[src/core/adc_seq_consts.vh]
// register indices, field positions, reset values and codes of the a/d sequencer
// assumes: included by its bare name from design and bench files
`ifndef ADC_SEQ_CONSTS_VH
`define ADC_SEQ_CONSTS_VH

// register indices; byte address is four times the index
`define IDX_CONVERSION_RESULT 18'h05380
`define IDX_TRIGGER_CHANNEL_CONFIG 18'h05382
`define IDX_CONTROL_STATUS 18'h05384
`define IDX_CONVERTER_CLOCK_DIVIDER 18'h05386

// trigger_channel_config fields
`define LAST_CHANNEL_HI 13
`define LAST_CHANNEL_LO 11
`define FIRST_CHANNEL_HI 10
`define FIRST_CHANNEL_LO 8
`define RESULT_ALIGNMENT_BIT 7
`define REPEAT_MODE_BIT 6
`define TRIGGER_SOURCE_HI 5
`define TRIGGER_SOURCE_LO 4
`define SAMPLE_LENGTH_HI 2
`define SAMPLE_LENGTH_LO 0
`define SAMPLE_LENGTH_RESET 3'h7
`define SAMPLE_EXTRA_CYCLES 4'h2

// trigger source codes
`define TRIG_SOFTWARE 2'h0
`define TRIG_TIMER 2'h1
`define TRIG_EXTERNAL 2'h3

// control_status fields
`define CURRENT_CHANNEL_HI 14
`define CURRENT_CHANNEL_LO 12
`define CONVERTER_BUSY_BIT 10
`define OVERWRITE_ERROR_BIT 9
`define CONVERSION_DONE_BIT 8
`define OVERWRITE_IRQ_ENABLE_BIT 5
`define DONE_IRQ_ENABLE_BIT 4
`define CONVERSION_RUN_BIT 1
`define CONVERTER_ENABLE_BIT 0

// converter_clock_divider
`define CLOCK_DIVIDE_HI 3
`define CLOCK_DIVIDE_LO 0
`define CLOCK_DIVIDE_RESET 4'h0
`define CLOCK_DIVIDE_MAX 4'hE
`define CLOCK_DIVIDE_RESERVED 4'hF

`define RESULT_WIDTH 10
`define RESULT_LEFT_SHIFT 6

`endif

[src/core/adc_clock_divider.v]
// converter clock divider: pclk divided by 2 to the power (select+1), the reserved select 15 dividing as 14
// assumes: select is a settled register value in the pclk domain
`timescale 1ns/1ps
`include "adc_seq_consts.vh"

module adc_clock_divider #(
    parameter CNT_WIDTH = 15
) (
    input wire pclk,
    input wire presetn,
    input wire run,
    input wire [3:0] select,
    output reg adc_clk,
    output reg tick
);

reg [CNT_WIDTH-1:0] cnt;
reg [CNT_WIDTH-1:0] mask;
reg [3:0] sel;

// reserved code falls back to the slowest ratio rather than stopping
always @*
begin
    sel = (select == `CLOCK_DIVIDE_RESERVED) ? `CLOCK_DIVIDE_MAX : select;
    mask = ~({CNT_WIDTH{1'b1}} << (sel + 4'h1));
end

always @(posedge pclk or negedge presetn)
begin
    if (!presetn)
    begin
        cnt <= {CNT_WIDTH{1'b0}};
        adc_clk <= 1'b0;
        tick <= 1'b0;
    end
    else if (!run)
    begin
        cnt <= {CNT_WIDTH{1'b0}};
        adc_clk <= 1'b0;
        tick <= 1'b0;
    end
    else
    begin
        cnt <= cnt + {{(CNT_WIDTH-1){1'b0}}, 1'b1};
        adc_clk <= cnt[sel];
        tick <= ((cnt & mask) == mask);
    end
end

endmodule

[src/core/adc_sequencer_control.v]
// a/d sequencer control: apb registers, trigger selection, channel scan, result store
// assumes: apb master on pclk; converter core on pclk answers convert_start with
// core_done and a 10-bit core_result; external trigger pin is asynchronous, low active
`timescale 1ns/1ps
`include "adc_seq_consts.vh"

module adc_sequencer_control (
    input wire pclk,
    input wire presetn,
    input wire psel,
    input wire penable,
    input wire pwrite,
    input wire [19:0] paddr,
    input wire [31:0] pwdata,
    output reg [31:0] prdata,
    output reg pready,
    output reg pslverr,
    input wire trigger_timer_channel,
    input wire external_trigger_pin_n,
    input wire core_done,
    input wire [9:0] core_result,
    output reg converter_enable,
    output reg adc_clk,
    output reg sample_hold,
    output reg convert_start,
    output reg [2:0] current_channel,
    output reg converter_busy,
    output reg irq_request
);

localparam ST_IDLE = 2'h0;
localparam ST_ARMED = 2'h1;
localparam ST_SAMPLE = 2'h2;
localparam ST_CONVERT = 2'h3;

reg [1:0] state;
reg [1:0] next_state;
reg [2:0] last_channel;
reg [2:0] first_channel;
reg result_alignment;
reg repeat_mode;
reg [1:0] trigger_source;
reg [2:0] sample_length;
reg overwrite_error;
reg conversion_done;
reg overwrite_irq_enable;
reg done_irq_enable;
reg conversion_run;
reg [3:0] clock_divide_select;
reg [9:0] result;
reg [3:0] sample_cnt;
reg ext_sync1;
reg ext_sync2;
reg ext_prev;
reg convert_issued;
reg next_run;
reg next_busy;
reg [2:0] next_channel;
reg [31:0] read_word;
reg addr_hit;
wire div_clk;
wire div_tick;

wire [17:0] word_index = paddr[19:2];
wire access = psel & penable & pready;
wire wr = access & pwrite;
wire rd = access & ~pwrite;
wire wr_cfg = wr & (word_index == `IDX_TRIGGER_CHANNEL_CONFIG);
wire wr_ctl = wr & (word_index == `IDX_CONTROL_STATUS);
wire wr_clk = wr & (word_index == `IDX_CONVERTER_CLOCK_DIVIDER);
wire rd_result = rd & (word_index == `IDX_CONVERSION_RESULT);
wire ext_fall = ext_prev & ~ext_sync2;
wire result_in = (state == ST_CONVERT) & core_done & convert_issued;
wire pass_end = result_in & (current_channel == last_channel);
wire run_written = wr_ctl & pwdata[`CONVERSION_RUN_BIT];
wire stop_written = wr_ctl & ~pwdata[`CONVERSION_RUN_BIT];
wire enable_next = wr_ctl ? pwdata[`CONVERTER_ENABLE_BIT] : converter_enable;

// conversion result shaped by alignment at read time
function [15:0] aligned;
    input [9:0] value;
    input left;
    begin
        if (left)
            aligned = {value, {`RESULT_LEFT_SHIFT{1'b0}}};
        else
            aligned = {{(16-`RESULT_WIDTH){1'b0}}, value};
    end
endfunction

// selected hardware trigger event in this cycle
function trig_hit;
    input [1:0] src;
    input timer_ev;
    input pin_ev;
    begin
        case (src)
            `TRIG_TIMER: trig_hit = timer_ev;
            `TRIG_EXTERNAL: trig_hit = pin_ev;
            default: trig_hit = 1'b0;
        endcase
    end
endfunction

adc_clock_divider #(
    .CNT_WIDTH(15)
) u_divider (
    .pclk(pclk),
    .presetn(presetn),
    .run(converter_enable),
    .select(clock_divide_select),
    .adc_clk(div_clk),
    .tick(div_tick)
);

// pin passes two flops before edge detection
always @(posedge pclk or negedge presetn)
begin
    if (!presetn)
    begin
        ext_sync1 <= 1'b1;
        ext_sync2 <= 1'b1;
        ext_prev <= 1'b1;
    end
    else
    begin
        ext_sync1 <= external_trigger_pin_n;
        ext_sync2 <= ext_sync1;
        ext_prev <= ext_sync2;
    end
end

// sequencing decisions
always @*
begin
    next_state = state;
    next_run = conversion_run;
    next_channel = current_channel;
    if (pass_end && !repeat_mode)
        next_run = 1'b0;
    if (wr_ctl)
        next_run = pwdata[`CONVERSION_RUN_BIT];
    case (state)
        ST_IDLE:
        begin
            if (run_written && enable_next)
            begin
                next_channel = first_channel;
                if (trigger_source == `TRIG_SOFTWARE)
                    next_state = ST_SAMPLE;
                else
                    next_state = ST_ARMED;
            end
        end
        ST_ARMED:
        begin
            if (trig_hit(trigger_source, trigger_timer_channel, ext_fall))
                next_state = ST_SAMPLE;
        end
        ST_SAMPLE:
        begin
            if (div_tick && (sample_cnt == {1'b0, sample_length} + `SAMPLE_EXTRA_CYCLES - 4'h1))
                next_state = ST_CONVERT;
        end
        ST_CONVERT:
        begin
            if (result_in)
            begin
                if (current_channel != last_channel)
                begin
                    next_channel = current_channel + 3'h1;
                    next_state = ST_SAMPLE;
                end
                else if (repeat_mode)
                begin
                    next_channel = first_channel;
                    next_state = ST_SAMPLE;
                end
                else
                    next_state = ST_IDLE;
            end
        end
        default:
            next_state = ST_IDLE;
    endcase
    // a stop or a disable ends the scan at once
    if ((stop_written || !enable_next) && state != ST_IDLE)
        next_state = ST_IDLE;
    if (!enable_next)
        next_run = 1'b0;
    next_busy = (next_state == ST_SAMPLE) || (next_state == ST_CONVERT);
end

always @(posedge pclk or negedge presetn)
begin
    if (!presetn)
    begin
        state <= ST_IDLE;
        conversion_run <= 1'b0;
        current_channel <= 3'h0;
        converter_busy <= 1'b0;
        sample_cnt <= 4'h0;
        convert_issued <= 1'b0;
        sample_hold <= 1'b0;
        convert_start <= 1'b0;
        result <= 10'h000;
    end
    else
    begin
        state <= next_state;
        conversion_run <= next_run;
        current_channel <= next_channel;
        converter_busy <= next_busy;
        sample_hold <= (next_state == ST_SAMPLE);
        if (next_state != ST_SAMPLE || state != ST_SAMPLE)
            sample_cnt <= 4'h0;
        else if (div_tick)
            sample_cnt <= sample_cnt + 4'h1;
        convert_start <= (next_state == ST_CONVERT) && (state != ST_CONVERT);
        if (next_state != ST_CONVERT)
            convert_issued <= 1'b0;
        else if (convert_start)
            convert_issued <= 1'b1;
        if (result_in)
            result <= core_result;
    end
end

// flags: a hardware set wins over a software clear in the same cycle
always @(posedge pclk or negedge presetn)
begin
    if (!presetn)
    begin
        conversion_done <= 1'b0;
        overwrite_error <= 1'b0;
    end
    else
    begin
        if (result_in)
            conversion_done <= 1'b1;
        else if (rd_result)
            conversion_done <= 1'b0;
        if (result_in && conversion_done && !rd_result)
            overwrite_error <= 1'b1;
        else if (wr_ctl && pwdata[`OVERWRITE_ERROR_BIT])
            overwrite_error <= 1'b0;
    end
end

// software-written configuration; reserved bits are never stored
always @(posedge pclk or negedge presetn)
begin
    if (!presetn)
    begin
        last_channel <= 3'h0;
        first_channel <= 3'h0;
        result_alignment <= 1'b0;
        repeat_mode <= 1'b0;
        trigger_source <= `TRIG_SOFTWARE;
        sample_length <= `SAMPLE_LENGTH_RESET;
        overwrite_irq_enable <= 1'b0;
        done_irq_enable <= 1'b0;
        converter_enable <= 1'b0;
        clock_divide_select <= `CLOCK_DIVIDE_RESET;
    end
    else
    begin
        if (wr_cfg)
        begin
            last_channel <= pwdata[`LAST_CHANNEL_HI:`LAST_CHANNEL_LO];
            first_channel <= pwdata[`FIRST_CHANNEL_HI:`FIRST_CHANNEL_LO];
            result_alignment <= pwdata[`RESULT_ALIGNMENT_BIT];
            repeat_mode <= pwdata[`REPEAT_MODE_BIT];
            trigger_source <= pwdata[`TRIGGER_SOURCE_HI:`TRIGGER_SOURCE_LO];
            sample_length <= pwdata[`SAMPLE_LENGTH_HI:`SAMPLE_LENGTH_LO];
        end
        if (wr_ctl)
        begin
            overwrite_irq_enable <= pwdata[`OVERWRITE_IRQ_ENABLE_BIT];
            done_irq_enable <= pwdata[`DONE_IRQ_ENABLE_BIT];
            converter_enable <= pwdata[`CONVERTER_ENABLE_BIT];
        end
        if (wr_clk)
            clock_divide_select <= pwdata[`CLOCK_DIVIDE_HI:`CLOCK_DIVIDE_LO];
    end
end

// read multiplexer; unlisted bits stay zero
always @*
begin
    read_word = 32'h00000000;
    addr_hit = 1'b1;
    case (word_index)
        `IDX_CONVERSION_RESULT:
            read_word[15:0] = aligned(result, result_alignment);
        `IDX_TRIGGER_CHANNEL_CONFIG:
        begin
            read_word[`LAST_CHANNEL_HI:`LAST_CHANNEL_LO] = last_channel;
            read_word[`FIRST_CHANNEL_HI:`FIRST_CHANNEL_LO] = first_channel;
            read_word[`RESULT_ALIGNMENT_BIT] = result_alignment;
            read_word[`REPEAT_MODE_BIT] = repeat_mode;
            read_word[`TRIGGER_SOURCE_HI:`TRIGGER_SOURCE_LO] = trigger_source;
            read_word[`SAMPLE_LENGTH_HI:`SAMPLE_LENGTH_LO] = sample_length;
        end
        `IDX_CONTROL_STATUS:
        begin
            read_word[`CURRENT_CHANNEL_HI:`CURRENT_CHANNEL_LO] = current_channel;
            read_word[`CONVERTER_BUSY_BIT] = converter_busy;
            read_word[`OVERWRITE_ERROR_BIT] = overwrite_error;
            read_word[`CONVERSION_DONE_BIT] = conversion_done;
            read_word[`OVERWRITE_IRQ_ENABLE_BIT] = overwrite_irq_enable;
            read_word[`DONE_IRQ_ENABLE_BIT] = done_irq_enable;
            read_word[`CONVERSION_RUN_BIT] = conversion_run;
            read_word[`CONVERTER_ENABLE_BIT] = converter_enable;
        end
        `IDX_CONVERTER_CLOCK_DIVIDER:
            read_word[`CLOCK_DIVIDE_HI:`CLOCK_DIVIDE_LO] = clock_divide_select;
        default:
            addr_hit = 1'b0;
    endcase
end

// one wait state keeps prdata and pready straight from flops
always @(posedge pclk or negedge presetn)
begin
    if (!presetn)
    begin
        pready <= 1'b0;
        pslverr <= 1'b0;
        prdata <= 32'h00000000;
        adc_clk <= 1'b0;
        irq_request <= 1'b0;
    end
    else
    begin
        pready <= psel & penable & ~pready;
        if (psel && penable && !pready)
        begin
            pslverr <= ~addr_hit;
            prdata <= pwrite ? 32'h00000000 : read_word;
        end
        else
        begin
            pslverr <= 1'b0;
            prdata <= 32'h00000000;
        end
        adc_clk <= div_clk;
        irq_request <= (overwrite_error & overwrite_irq_enable) |
                       (conversion_done & done_irq_enable);
    end
end

endmodule

[config.mk]
export PLATFORM = sky130hd
export DESIGN_NAME = adc_sequencer_control
export DESIGN_NICKNAME = d
export VERILOG_FILES = /design/src/core/adc_clock_divider.v /design/src/core/adc_sequencer_control.v
export VERILOG_INCLUDE_DIRS = /design/src /design/src/core
export SDC_FILE = /design/constraint.sdc
export NUM_CORES = 1
export LEC_CHECK = 0
export CORE_AREA = 5 5 97 99
export CTS_CLUSTER_SIZE = 40
export DETAILED_ROUTE_END_ITERATION = 12
export DIE_AREA = 0 0 102 104
export DONT_BUFFER_PORTS = 1
export PLACE_DENSITY = 0.69
export SETUP_SLACK_MARGIN = 0.3
export SYNTH_ARGS = -nofsm -noshare
export SYNTH_HDL_FRONTEND = slang
export SYNTH_SLANG_ARGS = --single-unit
[constraint.sdc]
create_clock -name pclk -period 3.5 [get_ports pclk]
set_clock_uncertainty 0.1 [all_clocks]
set_input_delay 0.175 -clock pclk [delete_from_list [all_inputs] [get_ports pclk]]
set_output_delay 0.175 -clock pclk [all_outputs]
set_load 0.1 [all_outputs]
[Word-level counts from Yosys, hierarchy flattened]
Cells that the tools add are included.
Storage, ports and cells
  register bits after elaboration: 102
  bits of input ports: 70
  output and inout port bits: 43
  logic and storage cells: 165
Operators by class
  add/sub/neg operators: 6
  magnitude comparators: 1
  equality and inequality tests: 24
  shift operators: 1
  mux-type cells: 49
  bitwise logic cells: 25
  reduce and logical (&&, ||, !) cells: 27
Operators by type and width (count)
  18-bit by 15-bit equality test with 1-bit output, second input constant: 4
  16-bit two-way mux: 2
  32-bit two-way mux: 1
  1-bit AND: 17
  1-bit two-way mux: 17
  2-bit two-way mux: 8
  2-bit case mux with 4 select lines: 2
  15-bit by 1-bit adder with 15-bit output, second input constant: 1
  15-bit AND: 1
  15-bit equality test: 1
  15-bit two-way mux: 1
  15-bit NOT: 1
  15-bit by 4-bit left shift with 15-bit output, first input constant: 1
  3-bit two-way mux: 4
  4-bit two-way mux: 3
  2-bit inequality test, second input constant: 6
  2-bit case mux with 3 select lines: 2
  2-bit nonzero test: 6
  2-bit equality test, second input constant: 5
  1-bit logical AND: 10
  3-bit case mux with 3 select lines: 1
  4-bit by 1-bit adder with 4-bit output, second input constant: 2
  1-bit case mux with 2 select lines: 4
  3-bit by 2-bit inequality test with 1-bit output, second input constant: 2
  other kinds (20): 31

[Longest topological paths before layout]
  depth in word-level cells: 12
  gate-level depth with buffers: 12

[Hierarchy]
From an unflattened synthesis, not the netlist that was laid out.
Second synthesis, totals
  cells, all modules: 417
  area, all modules: 4463.0 um2
Modules (own cells, without submodules)
  adc_sequencer_control: times used 1, cells an instance 290, area an instance 3286.9 um2
  adc_clock_divider: times used 1, cells an instance 127, area an instance 1176.1 um2

[Worst setup path after synthesis]
OpenSTA, ideal clock, no wires.
  path kind: flip-flop to flip-flop
  from: register pready
  to: register current_channel[0]
  setup time: 0.163 ns
  arrival: 2.208 ns
  slack: 1.030 ns
  cell stages (with the launch flop): 6
  path buffers: 0
  clock period less this slack: 2.470 ns
  cell sequence: dfrtp_1 > nand4_2 > or3_4 > o32ai_4 > o21a_1 > mux2i_1
Between the ends
  longest elaborated chain between the ends: 7
  elaborated cells between the ends (all ways): 8
  those cells by class: eq/ne (1); mux (1); bitwise (4); reduce/logical (2)
RTL lines
  from (decl): RTL line adc_sequencer_control.v:16  | output reg pready,
  from (signal assigned): RTL line adc_sequencer_control.v:336  | pready <= psel & penable & ~pready;
  1-bit AND (*): RTL line adc_sequencer_control.v:65  | wire access = psel & penable & pready;
  1-bit AND (*): RTL line adc_sequencer_control.v:66  | wire wr = access & pwrite;
  1-bit AND (*): RTL line adc_sequencer_control.v:69  | wire wr_ctl = wr & (word_index == `IDX_CONTROL_STATUS);
  1-bit AND / 1-bit two-way mux (equally long branches)
  1-bit logical AND (*): RTL line adc_sequencer_control.v:146  | if (run_written && enable_next)
  2-bit inequality test (no source line) (*)
  4-bit AND reduction (no source line) (*)
  to (signal assigned): RTL line adc_sequencer_control.v:212  | current_channel <= next_channel;
  to (decl): RTL line adc_sequencer_control.v:26  | output reg [2:0] current_channel,
Mark *: on every way between the ends. The rest lies on a longest branch, timed or not.
A chain may end at the register's enable or synchronous reset.

[Final worst setup path]
  from: register clock_divide_select[2]
  to: register u_divider.tick
Between the ends
  longest elaborated chain between the ends: 8
RTL lines
  from (decl): RTL line adc_sequencer_control.v:49  | reg [3:0] clock_divide_select;
  from (signal assigned): RTL line adc_sequencer_control.v:264  | clock_divide_select <= `CLOCK_DIVIDE_RESET;
  from (signal assigned): RTL line adc_sequencer_control.v:284  | clock_divide_select <= pwdata[`CLOCK_DIVIDE_HI:`CLOCK_DIVIDE_LO];
  4-bit equality test (no source line)
  4-bit two-way mux (*): RTL line adc_clock_divider.v:24  | sel = (select == `CLOCK_DIVIDE_RESERVED) ? `CLOCK_DIVIDE_MAX : select;
  4-bit by 1-bit adder with 4-bit output (*): RTL line adc_clock_divider.v:25  | mask = ~({CNT_WIDTH{1'b1}} << (sel + 4'h1));
  15-bit by 4-bit left shift with 15-bit output (*): RTL line adc_clock_divider.v:25
  15-bit NOT (*): RTL line adc_clock_divider.v:25
  15-bit AND: RTL line adc_clock_divider.v:46  | tick <= ((cnt & mask) == mask);
  15-bit equality test (*): RTL line adc_clock_divider.v:46
  1-bit two-way mux (*): RTL line adc_clock_divider.v:36  | else if (!run)
  to (signal assigned): RTL line adc_clock_divider.v:46
  to (decl): RTL line adc_clock_divider.v:14  | output reg tick
Marks and branches as above.

==> metrics.yaml <==
fp.dieW_um: 102
crit_fanout: 12
io_buffers: 0
synth_commonest_cells: "dfrtp_1, nand2_1, nor2_1"
seqPwrFrac: 0.501
cp-endpoint: "u_divider.tick"
cts_tree: "yes"
cts_hold_buf: 33
core_um2: 8470
nets: 532
pwr-share-clk: 0.422
grt_max_degree: 87
hold_path_class: "primary input to flip-flop"
cts_buffer_depth: 2
synth_edf_count: 0
critPathLaunchType: "flip-flop"
layout-area-overhead-vs-synth_pct: 13.5
cts_max_level: 3
r2r_end: "u_divider.tick"
final_cells: 567
drc_errors: 0
dr.pass1.iters: 4
hold_slack_ps: 19.8
antenna_found_initial: 0
internal-power_mw: 1.51
crit_type: "flip-flop to flip-flop"
ys_types: 67
gp_congestion: 0.882
wire_per_inst_um: 18.4
grt_pass1_vias: 3221
routed_via_density: 5.80
post_synth.cell_area_avg_um2: 10.6
worstSetupEndpointType: "flip-flop"
worst_slack_ps: 855
grt_overflow: 0
cts_made_buffers: 9
drv_slew: 0
leakagePower_nw: 2.27
die_area_um2: 10600
grtUsageTotal: 0.204
finalSetupTns_ps: 0
ys.flop_type: "dfrtp_1"
worst_slew_pin_slew_ps: 968
antenna_left: 0
yosys.area.top_type: "dfrtp_1"
cts_root_buffer: "clkbuf_8"
grt_pass1_wl_um: 17100
crit_required_ps: 3630
p_per_area_nw_per_um2: 390
synthArstFlopShare: 1.00
postRouteWirelength_um: 10500
r2r-start: "clock_divide_select[2]"
place_ws_ps: 876
netlist_area_um2: 4520
p_comb_frac: 0.077
rrSetupSlack_ps: 860
yosys_warnings: 0
p_sw_uw: 492
clk_pin_slew_ps: 90
yosysTopAreaCellShare: 0.443
post_cts_buffers: 0
num_vias: 3287
clock_sinks: 86
netlist_instances: 427
outcome: "complete, no violations"
rsz0062_at_grt: "false"
ios: 113
relSlewSlack: 0.355
ys_ff_latch: 86
max_freq_ghz: 0.378
start_util: 0.534
critical_path.startpoint: "clock_divide_select[2]"
clk_latency_ps: 360
antenna_cells: 0
dp.cells: 518
maxCapViolations: 0
setup_viol: 0
cp_data_arrival_time_ps: 2770
hold_violations: 0
ys_top_cells_by_area: "dfrtp_1, mux2_2, nand2_1, dfstp_2, buf_4"
rows: 34
period_minus_slack_ps: 2640
synth_most_common_cell: "dfrtp_1"
drt_iter0_drc: 175
sw_frac_of_total: 0.246
ctsResizeCount: 0
vdd_drop_max_mv: 0.229
die_y_um: 104
seq_area_frac_synth: 0.478
dp_hpwl_um: 7210
drive_above_1_share: 0.155
r2r_cells: 11
period_share: 0.756
[through the flow]
| step | cell area (µm²) | total power [mW] | util |
|---|---|---|---|
| floorplan | 4570 | 1.14 | - |
| global placement | 4530 | 1.12 | 0.536 |
| detailed placement | 4530 | 1.12 | 0.536 |
| CTS | 5130 | 2.02 | 0.606 |
| global route | 5130 | 2.07 | 0.606 |
| finish | 5130 | 2.00 | 0.606 |
[how the worst min path moves through the flow]
stage	startpoint	endpoint	slack [ps]	depth (start not counted)
after floorplan	presetn	adc_clk	-220	0
after detailed placement	presetn	u_divider.cnt[7]	-220	0
final	paddr[4]	prdata[0]	20	2
after global placement	presetn	u_divider.cnt[6]	-220	0
after CTS	paddr[4]	prdata[0]	3	2
after global routing	paddr[4]	result_alignment	20	2
[power groups by stage]
stage / Clock [mW] / Sequential [mW] / Combinational (mW)
2_1_floorplan: 0 / 1.03 / 0.112
3_3_place_gp: 0 / 1.02 / 0.0976
3_5_place_dp: 0 / 1.02 / 0.0978
4_1_cts: 0.865 / 1.00 / 0.155
5_1_grt: 0.905 / 1.00 / 0.163
6_report: 0.844 / 1.00 / 0.154
[layout make-up]
cell class,count,area [µm²]
Fill cell,667,3340
Multi-Input combinational cell,310,2160
Sequential cell,86,2160
Timing Repair Buffer,39,393
Tap cell,108,135
Clock buffer,9,124
Clock inverter,7,123
Inverter,8,30.0
[kinds of logic (layout without fill, tap and decap cells)]
logic type | after synthesis | after routing | share of synthesized area
AO/OA/AOI/OAI | 72 | 72 | 0.116
XOR/XNOR | 20 | 20 | 0.0418
adder cells (fa/ha/maj) | 8 | 8 | 0.0222
buffers and inverters | 46 | 63 | 0.0554
flip-flops | 86 | 86 | 0.478
multiplexers | 34 | 34 | 0.0867
other | 1 | 16 | 0.000830
AND/OR/NAND/NOR | 160 | 160 | 0.199
[state kept, by name (all words and copies together) (netlist names), 2 cells and up]
name,count
first_channel,3
trigger_source,2
state,2
prdata,16
current_channel,3
result,10
last_channel,3
sample_length,3
sample_cnt,4
clock_divide_select,4
u_divider.cnt,15
[cells in the final DEF (no fill, tap or decap), drive strengths merged, types with 3 or more instances in the layout]
master / n
ha: 8
nand3b: 4
nor2b: 10
nand2b: 4
nand3: 13
mux2i: 11
dfrtp: 80
bufinv: 3
mux2: 21
a221oi: 4
nor3: 6
nand4: 9
nor2: 33
o21ai: 12
nand2: 50
inv: 8
buf: 7
nor4: 3
a211oi: 3
clkbuf: 9
dfstp: 6
dlygate4sd3: 32
a22oi: 7
a21oi: 21
and4: 3
and2: 15
xor2: 9
xnor2: 10
nor3b: 3
conb: 16
[critical path, cell delays in order (launching register included)]
cell and delay [ps]:
dfrtp_1 530, nand3_1 150, nand2_1 80, inv_1 80, ha_1 160, inv_1 50, ha_1 340, nor2b_1 220
o2111ai_1 130, nor3_1 180, o21ai_0 110, a2111oi_0 390
[routing by layer]
layer / part of all wire / GRT usage
met1: 0.44 / 0.273
met2: 0.48 / 0.323
met3: 0.067 / 0.0503
met4: 0.014 / 0.0647
met5: 0 / 0
Power figures use the tool's default switching activity.
